$ cat src/logic/wrc_pkg.sv
// Constants, register map and field layout for the watchdog and reset block.
// Assumes one 200 MHz clock; slow-clock ticks arrive as one-cycle strobes.
//
// Behaviour
// - Watchdog counts slow clock ticks from internal RC or external crystal.
// - Timeout select picks overflow at 2^8,10,12,14,15,16,17,18 slow cycles.
// - Enable code 10101 disables the watchdog, 01010 enables it.
// - Any other enable code resets the device after two to three RC ticks.
// - After power-up the enable code holds the enabling value.
// - Reset from a bad enable code sets the watchdog-register reset flag.
// - Watchdog-register reset flag clears only by software writing zero or by power-on reset.
// - Enabled counter overflow in normal operation resets the device.
// - Normal-mode timeout also sets the timeout status flag.
// - Timeout in idle mode sets flag, resets only PC and stack pointer.
// - Count clears on bad-code reset, clear instruction or halt.
// - Power-on reset zeroes PC and sets port data and direction high.
// - Low supply lasting beyond qualify time resets and sets its flag.
// - Low supply no longer than qualify time is ignored.
// - Threshold register accepts 55, 33, 99 and aa as valid codes.
// - Other threshold codes reset after two to three ticks and set flag.
// - Bad threshold code reset returns that register to its power-on value.
// - Real low-supply reset leaves threshold register unchanged.
// - Low-supply reset is disabled in power-down mode.
// - Reset-flag register bits 6 to 3 always read zero.
// - Halt into deepest sleep clears and stops watchdog; else resumes.
package wrc_pkg;
    localparam logic [1:0] WRC_ADDR_WDOG = 2'h0;
    localparam logic [1:0] WRC_ADDR_FLAGS = 2'h1;
    localparam logic [1:0] WRC_ADDR_THRESH = 2'h2;
    localparam logic [1:0] WRC_ADDR_STATUS = 2'h3;
    localparam logic [7:0] WRC_WDOG_RESET = 8'h53;
    localparam logic [7:0] WRC_THRESH_RESET = 8'h55;
    localparam logic [4:0] WRC_EN_OFF = 5'h15;
    localparam logic [4:0] WRC_EN_ON = 5'h0a;
    localparam logic [7:0] WRC_TH_2V1 = 8'h55;
    localparam logic [7:0] WRC_TH_2V55 = 8'h33;
    localparam logic [7:0] WRC_TH_3V15 = 8'h99;
    localparam logic [7:0] WRC_TH_3V8 = 8'haa;
    localparam int WRC_EN_LSB = 3;
    localparam int WRC_SYSON_BIT = 7;
    localparam int WRC_LOWF_BIT = 2;
    localparam int WRC_THF_BIT = 1;
    localparam int WRC_WRF_BIT = 0;
    localparam int WRC_CNT_W = 18;
    // Bad-code delay in RC ticks (two to three)
    localparam logic [1:0] WRC_BAD_TICKS = 2'h2;
    // Low-supply qualify time in ns and derived cycles
    localparam int WRC_QUAL_NS = 120000;
    localparam int WRC_QUAL_CYC = WRC_QUAL_NS / 5;
    typedef enum logic [1:0] {WRC_RUN, WRC_IDLE, WRC_DEEP} wrc_mode_t;
endpackage

$ cat src/logic/wrc_watchdog.sv
// Watchdog, bad-code guards and low-supply reset for a small controller.
// Assumes rc_tick_in and xtal_tick_in are one-cycle strobes per slow clock edge.
`timescale 1ns/1ps
module wrc_watchdog
    import wrc_pkg::*;
#(
    parameter int QUAL_CYC = WRC_QUAL_CYC
) (
    input wire logic clk_in,
    input wire logic rst_n_in,
    input wire logic por_in,
    input wire logic rc_tick_in,
    input wire logic xtal_tick_in,
    input wire logic use_xtal_in,
    input wire logic clr_wdog_in,
    input wire logic halt_in,
    input wire logic halt_deep_in,
    input wire logic halt_idle_in,
    input wire logic wake_in,
    input wire logic low_supply_in,
    input wire logic [1:0] addr_in,
    input wire logic [7:0] wdata_in,
    input wire logic wr_in,
    input wire logic rd_in,
    output logic [7:0] rdata_out,
    output logic dev_reset_out,
    output logic pc_sp_reset_out,
    output logic port_init_out,
    output logic timeout_flag_out,
    output logic power_down_flag_out,
    output logic idle_sysclk_keep_on_out
);
    logic [7:0] watchdog_control_r;
    logic [7:0] low_voltage_threshold_select_r;
    logic idle_sysclk_keep_on_r;
    logic watchdog_reg_soft_reset_flag_r;
    logic threshold_reg_soft_reset_flag_r;
    logic low_supply_reset_flag_r;
    logic timeout_status_flag_r;
    logic power_down_flag_r;
    logic [WRC_CNT_W-1:0] cnt_r;
    logic [1:0] en_bad_cnt_r;
    logic [1:0] th_bad_cnt_r;
    logic [31:0] low_cnt_r;
    logic [31:0] low_run_r;
    logic dev_reset_r;
    logic pc_sp_reset_r;
    logic port_init_r;
    logic [7:0] rdata_r;
    wrc_mode_t mode_r;
    logic slow_tick;
    logic wd_enabled;
    logic en_bad_fire;
    logic th_bad_fire;
    logic wd_over;
    logic low_fire;
    logic wr_wdog;
    logic wr_thr;
    logic wr_flags;

    // Threshold code check, used by the threshold guard, the reset reload and assertions
    function automatic logic th_valid(input logic [7:0] c);
        return c == WRC_TH_2V1 || c == WRC_TH_2V55 ||
            c == WRC_TH_3V15 || c == WRC_TH_3V8;
    endfunction

    // Overflow tap from the timeout select field
    function automatic logic tap(input logic [WRC_CNT_W-1:0] c,
                                 input logic [2:0] s);
        logic r;
        r = 1'b0;
        unique case (s)
            3'h0: r = c[7];
            3'h1: r = c[9];
            3'h2: r = c[11];
            3'h3: r = c[13];
            3'h4: r = c[14];
            3'h5: r = c[15];
            3'h6: r = c[16];
            3'h7: r = c[17];
        endcase
        return r;
    endfunction

    // Bit index of the tap; the bits below it get the all-ones check
    function automatic logic [4:0] tap_pos(input logic [2:0] s);
        logic [4:0] p;
        p = 5'h7;
        unique case (s)
            3'h0: p = 5'h7;
            3'h1: p = 5'h9;
            3'h2: p = 5'hb;
            3'h3: p = 5'hd;
            3'h4: p = 5'he;
            3'h5: p = 5'hf;
            3'h6: p = 5'h10;
            3'h7: p = 5'h11;
        endcase
        return p;
    endfunction

    // Slow clock source and address decode
    assign slow_tick = use_xtal_in ? xtal_tick_in : rc_tick_in;
    assign wd_enabled = watchdog_control_r[7:WRC_EN_LSB] == WRC_EN_ON;
    assign wr_wdog = wr_in && addr_in == WRC_ADDR_WDOG;
    assign wr_thr = wr_in && addr_in == WRC_ADDR_THRESH;
    assign wr_flags = wr_in && addr_in == WRC_ADDR_FLAGS;
    assign en_bad_fire = rc_tick_in && en_bad_cnt_r == WRC_BAD_TICKS;
    assign th_bad_fire = rc_tick_in && th_bad_cnt_r == WRC_BAD_TICKS;
    // Overflow when the counter would step past the selected tap
    assign wd_over = wd_enabled && mode_r != WRC_DEEP && slow_tick &&
        tap(cnt_r, watchdog_control_r[2:0]) &&
        (cnt_r & ((18'h1 << tap_pos(watchdog_control_r[2:0])) - 18'h1))
        == ((18'h1 << tap_pos(watchdog_control_r[2:0])) - 18'h1);
    assign low_fire = low_supply_in && mode_r != WRC_DEEP &&
        low_cnt_r == 32'(QUAL_CYC);

    // Power mode tracking from halt and wake
    always_ff @(posedge clk_in) begin
        if (!rst_n_in || dev_reset_r || wake_in || pc_sp_reset_r) begin
            mode_r <= WRC_RUN;
        end else if (halt_in) begin
            mode_r <= halt_deep_in ? WRC_DEEP :
                (halt_idle_in ? WRC_IDLE : WRC_RUN);
        end
    end

    // Watchdog counter
    always_ff @(posedge clk_in) begin
        if (!rst_n_in || dev_reset_r || pc_sp_reset_r) begin
            cnt_r <= '0;
        end else if (en_bad_fire || clr_wdog_in || halt_in) begin
            cnt_r <= '0;
        end else if (wd_enabled && mode_r != WRC_DEEP && slow_tick) begin
            cnt_r <= cnt_r + 18'h1;
        end
    end

    // Continuous code guards counting RC ticks
    always_ff @(posedge clk_in) begin
        if (!rst_n_in || dev_reset_r) begin
            en_bad_cnt_r <= 2'h0;
            th_bad_cnt_r <= 2'h0;
        end else begin
            if (watchdog_control_r[7:WRC_EN_LSB] == WRC_EN_ON ||
                watchdog_control_r[7:WRC_EN_LSB] == WRC_EN_OFF) begin
                en_bad_cnt_r <= 2'h0;
            end else if (rc_tick_in && en_bad_cnt_r != WRC_BAD_TICKS) begin
                en_bad_cnt_r <= en_bad_cnt_r + 2'h1;
            end
            if (th_valid(low_voltage_threshold_select_r)) begin
                th_bad_cnt_r <= 2'h0;
            end else if (rc_tick_in && th_bad_cnt_r != WRC_BAD_TICKS) begin
                th_bad_cnt_r <= th_bad_cnt_r + 2'h1;
            end
        end
    end

    // Low-supply qualification counter
    always_ff @(posedge clk_in) begin
        if (!rst_n_in || dev_reset_r || !low_supply_in ||
            mode_r == WRC_DEEP) begin
            low_cnt_r <= 32'h0;
        end else if (low_fire) begin
            low_cnt_r <= 32'h0;
        end else if (low_cnt_r != 32'(QUAL_CYC)) begin
            low_cnt_r <= low_cnt_r + 32'h1;
        end
    end

    // Run length of low supply, kept apart from the qualify counter
    always_ff @(posedge clk_in) begin
        if (!rst_n_in || !low_supply_in) begin
            low_run_r <= 32'h0;
        end else if (low_run_r != 32'hffffffff) begin
            low_run_r <= low_run_r + 32'h1;
        end
    end

    // Control registers
    always_ff @(posedge clk_in) begin
        if (!rst_n_in || por_in) begin
            watchdog_control_r <= WRC_WDOG_RESET;
            low_voltage_threshold_select_r <= WRC_THRESH_RESET;
            idle_sysclk_keep_on_r <= 1'b0;
        end else if (dev_reset_r) begin
            watchdog_control_r <= WRC_WDOG_RESET;
            idle_sysclk_keep_on_r <= 1'b0;
            if (!th_valid(low_voltage_threshold_select_r)) begin
                low_voltage_threshold_select_r <= WRC_THRESH_RESET;
            end
        end else begin
            if (wr_wdog) begin
                watchdog_control_r <= wdata_in;
            end
            if (wr_thr) begin
                low_voltage_threshold_select_r <= wdata_in;
            end
            if (wr_flags) begin
                idle_sysclk_keep_on_r <= wdata_in[WRC_SYSON_BIT];
            end
        end
    end

    // Sticky reset-cause flags; hardware set wins over software clear
    always_ff @(posedge clk_in) begin
        if (!rst_n_in || por_in) begin
            watchdog_reg_soft_reset_flag_r <= 1'b0;
            threshold_reg_soft_reset_flag_r <= 1'b0;
            low_supply_reset_flag_r <= 1'b0;
        end else begin
            if (en_bad_fire) begin
                watchdog_reg_soft_reset_flag_r <= 1'b1;
            end else if (wr_flags && !wdata_in[WRC_WRF_BIT]) begin
                watchdog_reg_soft_reset_flag_r <= 1'b0;
            end
            if (th_bad_fire) begin
                threshold_reg_soft_reset_flag_r <= 1'b1;
            end else if (wr_flags && !wdata_in[WRC_THF_BIT]) begin
                threshold_reg_soft_reset_flag_r <= 1'b0;
            end
            if (low_fire) begin
                low_supply_reset_flag_r <= 1'b1;
            end else if (wr_flags && !wdata_in[WRC_LOWF_BIT]) begin
                low_supply_reset_flag_r <= 1'b0;
            end
        end
    end

    // Status flags: timeout and power-down
    always_ff @(posedge clk_in) begin
        if (!rst_n_in || por_in) begin
            timeout_status_flag_r <= 1'b0;
            power_down_flag_r <= 1'b0;
        end else if (wd_over) begin
            timeout_status_flag_r <= 1'b1;
        end else if (halt_in) begin
            timeout_status_flag_r <= 1'b0;
            power_down_flag_r <= 1'b1;
        end else if (clr_wdog_in) begin
            timeout_status_flag_r <= 1'b0;
            power_down_flag_r <= 1'b0;
        end
    end

    // Reset pulses toward the core
    always_ff @(posedge clk_in) begin
        if (!rst_n_in) begin
            dev_reset_r <= 1'b0;
            pc_sp_reset_r <= 1'b0;
            port_init_r <= 1'b0;
        end else begin
            dev_reset_r <= en_bad_fire || th_bad_fire || low_fire ||
                (wd_over && mode_r == WRC_RUN);
            pc_sp_reset_r <= wd_over && mode_r != WRC_RUN;
            port_init_r <= por_in;
        end
    end

    // Register readback, one cycle after the strobe
    always_ff @(posedge clk_in) begin
        if (!rst_n_in) begin
            rdata_r <= 8'h0;
        end else if (rd_in) begin
            unique case (addr_in)
                WRC_ADDR_WDOG: rdata_r <= watchdog_control_r;
                WRC_ADDR_FLAGS: rdata_r <= {idle_sysclk_keep_on_r, 4'h0,
                    low_supply_reset_flag_r, threshold_reg_soft_reset_flag_r,
                    watchdog_reg_soft_reset_flag_r};
                WRC_ADDR_THRESH: rdata_r <= low_voltage_threshold_select_r;
                WRC_ADDR_STATUS: rdata_r <= {4'h0, wd_enabled,
                    mode_r == WRC_DEEP, power_down_flag_r,
                    timeout_status_flag_r};
            endcase
        end else begin
            rdata_r <= 8'h0;
        end
    end

    assign rdata_out = rdata_r;
    assign dev_reset_out = dev_reset_r;
    assign pc_sp_reset_out = pc_sp_reset_r;
    assign port_init_out = port_init_r;
    assign timeout_flag_out = timeout_status_flag_r;
    assign power_down_flag_out = power_down_flag_r;
    assign idle_sysclk_keep_on_out = idle_sysclk_keep_on_r;
endmodule

$ cat config.mk
export PLATFORM = sky130hd
export DESIGN_NAME = wrc_watchdog
export DESIGN_NICKNAME = d
export VERILOG_FILES = /design/src/logic/wrc_pkg.sv /design/src/logic/wrc_watchdog.sv
export SDC_FILE = /design/constraint.sdc
export NUM_CORES = 1
export LEC_CHECK = 0
export CAP_MARGIN = 20
export CORE_MARGIN = 2
export CORE_UTILIZATION = 52
export CTS_BUF_LIST = sky130_fd_sc_hd__clkbuf_8
export CTS_CLUSTER_DIAMETER = 50
export CTS_CLUSTER_SIZE = 14
export DETAILED_ROUTE_END_ITERATION = 10
export DONT_BUFFER_PORTS = 1
export PLACE_DENSITY_LB_ADDON = 0.12
export SKIP_CTS_REPAIR_TIMING = 1
export SLEW_MARGIN = 10
export SYNTH_ARGS = -nofsm -noshare
export SYNTH_HDL_FRONTEND = slang
export SYNTH_SLANG_ARGS = --single-unit
$ cat constraint.sdc
create_clock -name clk_in -period 3.8 [get_ports clk_in]
set_input_delay 0.38 -clock clk_in [delete_from_list [all_inputs] [get_ports clk_in]]
set_output_delay 0.38 -clock clk_in [all_outputs]
set_load 0.03 [all_outputs]
==> flow_summary_export.csv <==
group,metric,value,unit
outcome,status,"complete, no violations",
cells_and_area,finalNetCount,576,
global_routing,grt-ovfl-total,0,
sta,fin_worst_skew,0.0175,ns
sta,rsz0062_at_grt,"false",
synthesis,seq_area_frac_synth,40.3,%
cells_and_area,nFillCells,805,
routing,vias_per_cell,5.90,
setup_path,rr_endpoint,"pc_sp_reset_out",
flow_run,drv_cap,0,
synthesis,syn_inst,552,
floorplanning,fp.dieH,98.8,um
sta,tightest_slew,0.830,ns
synthesis,synthFlopType,"dfxtp_1",
cts,cts-root-buf,"clkbuf_8",
power,vdd_drop_max,204,uV
synthesis,netlist.area_leader.share,40.3,%
synthesis,synth.avg_cell_area,8.46,um2
hold_path,hp-class,"in2reg",
floorplanning,die_w,98.8,um
sta,tns,0,ns
synthesis,synthArstFlopShare,0,%
cells_and_area,diodes,0,
cts,clkTransAtPathRegs,0.11,ns
global_routing,grt_pass1_wl,19000,um
cts,insertion_delay,0.37,ns
placed_design,hpwl,8490,um
cts,cts_tree,"yes",
setup_path,worst_r2r_path_depth,9,
synthesis,synth_area,4670,um2
placed_design,place_inst,641,
global_routing,grt_pass1_vias,3778,
setup_path,crit_type,"reg2reg",
cells_and_area,stdcell_area,4970,um2
floorplanning,placementRows,34,
cells_and_area,syn_to_final_growth,6.51,%
cells_and_area,drive_gt1_share,6.91,%
cts,cts_buffers,9,
sta,layout_worst_path_cycle_share,75.3,%
global_routing,grt_max_degree,33,
global_routing,antenna_found_initial,0,
floorplanning,coreArea,8720,um2
power,p_leak,0.00170,uW
setup_path,worstPathRequired,4.08,ns
cts,cts_sinks,94,
synthesis,syn_nets,583,
setup_path,critPathMaxFanout,16,
synthesis,ys_ff_latch,94,
setup_path,r2r_setup_slack,0.94,ns
setup_path,start_kind,"flip-flop",
routing,wire_per_inst,17.4,um
placed_design,routabilityCongestion,0.885,
cells_and_area,mostFrequentLayoutCell,"dfxtp_1",
synthesis,synth_cell_types,63,
sta,final-hold-violation-count,0,
routing,wl,11500,um
setup_path,endpoint_kind,"flip-flop",
power,power.density,379,nW/um2
sta,setup_violations,0,
setup_path,cp-endpoint,"pc_sp_reset_out",
global_routing,grt_usage,24.2,%
routing,via_count,3882,
sta,max_freq,349,MHz
cts,htree_levels,3,
synthesis,yosys_warnings,0,
setup_path,cp.arrival,3.15,ns
routing,drt-initial-drc-count,269,
placed_design,io_buffer_count,0,
sta,maxSlewHeadroom,44.5,%
cells_and_area,final_cell_mix,"94 x dfxtp_1, 81 x nor2_1, 49 x nand2_1, 31 x nand3_1, 29 x xor2_1",
floorplanning,die_area,9760,um2
floorplanning,num_io_pins,38,
sta,fin_crit,2.86,ns
placed_design,placed_area,4730,um2
floorplanning,initial_core_util,53.6,%
hold_path,holdPathStages,1,
synthesis,synthTopCellsByArea,"dfxtp_1 40%, nor2_1 6.5%, xor2_1 5.4%",
routing,drtAntennaViolNets,0,
synthesis,synth_edf_count,0,
cts,cts_buffer_depth,2,
routing,drc,0,
sta,drv_slew,0,
synthesis,yosys.area.top_type,"dfxtp_1",
cells_and_area,final_cells,658,
routing,drt_pre_antenna_iters,5,
## worst min-delay path by stage
stage	startpoint	endpoint	slack, ns
after floorplan	low_cnt_r[0]	low_cnt_r[0]	0.44
after global placement	wake_in	mode_r[1]	0.46
after detailed placement	wake_in	mode_r[1]	0.46
after CTS	addr_in[0]	rdata_out[6]	0.06
after global routing	addr_in[0]	rdata_out[5]	0.06
final	addr_in[0]	rdata_out[4]	0.07
## state kept, by name (all words and copies together), names as in the netlist, 2 cells and up, named ones only
register,cells
th_bad_cnt_r,2
en_bad_cnt_r,2
low_cnt_r,32
watchdog_control_r,8
low_voltage_threshold_select_r,8
mode_r,2
rdata_out,8
cnt_r,18
## layout make-up
class | instances | area (um2) | area share, %
clock buffer | 10 | 138 | 2.77
clock inverter | 6 | 97.6 | 1.96
inverter | 22 | 82.6 | 1.66
multi-input combinational | 414 | 2610 | 52.4
sequential | 94 | 1880 | 37.8
tap | 108 | 135 | 2.72
timing repair buffer | 4 | 33.8 | 0.679
## synthesized netlist by cell type, types with 3 or more instances
cell type / instances
a31oi_1: 3
nor4_1: 12
nor3b_1: 4
a211oi_1: 3
mux2i_1: 16
a21oi_1: 21
xnor2_1: 16
xor2_1: 29
inv_1: 22
dfxtp_1: 94
nand2b_1: 6
nand2_1: 49
ha_1: 7
nor2_1: 81
nor4bb_1: 3
nor3_1: 13
a2111oi_0: 3
or3_1: 7
mux4_2: 4
clkbuf_1: 15
nand3_1: 31
nand4_1: 22
nor2b_1: 8
and3_1: 6
o21ai_0: 20
nand3b_1: 4
## routing by layer
layer  up-vias  track usage [%]  wire length, um
li1       1936                -                -
met1      1814             33.9             5330
met2       115             36.2             5120
met3        17             5.82              774
met4         0             9.27              240
met5         -                0                0
## through the flow
| step | util, % | setup slack [ns] | hold slack, ns | total power (uW) |
|---|---|---|---|---|
| after global routing | 57.0 | 0.568 | 0.0557 | 1950 |
| after global placement | 54.2 | 1.01 | 0.459 | 1120 |
| after detailed placement | 54.2 | 1.00 | 0.462 | 1120 |
| after floorplan | - | 1.49 | 0.441 | 1110 |
| final | 57.0 | 0.938 | 0.0714 | 1890 |
| after CTS | 56.9 | 0.969 | 0.0633 | 1900 |
## cell families (layout without fill, tap and decap cells)
kind of cell | count (synthesis) | count (layout) | synth area share [%]
AND/OR/NAND/NOR | 268 | 268 | 29.5
flip-flops | 94 | 94 | 40.3
AO/OA/AOI/OAI | 72 | 72 | 10.1
XOR/XNOR | 45 | 45 | 8.44
buffers and inverters | 44 | 42 | 3.91
multiplexers | 22 | 22 | 5.84
adder cells (fa/ha/maj) | 7 | 7 | 1.88
## report_power, final
group | internal [uW] | leakage (uW) | switching, uW
Sequential | 995 | 0.000760 | 20.5
Clock | 400 | 0.000119 | 381
Combinational | 36.1 | 0.000825 | 52.4
## worst max-delay path, cell delays in order (launching register included)
cell	delay, ns
dfxtp_1	0.66
nor2_1	0.19
nand3_1	0.13
ha_1	0.43
nor3_1	0.14
a22oi_1	0.18
o21ai_0	0.19
a2111oi_2	0.53
nand3_1	0.15
nor3_1	0.19
Note: power is estimated with default switching activity, not from simulation.
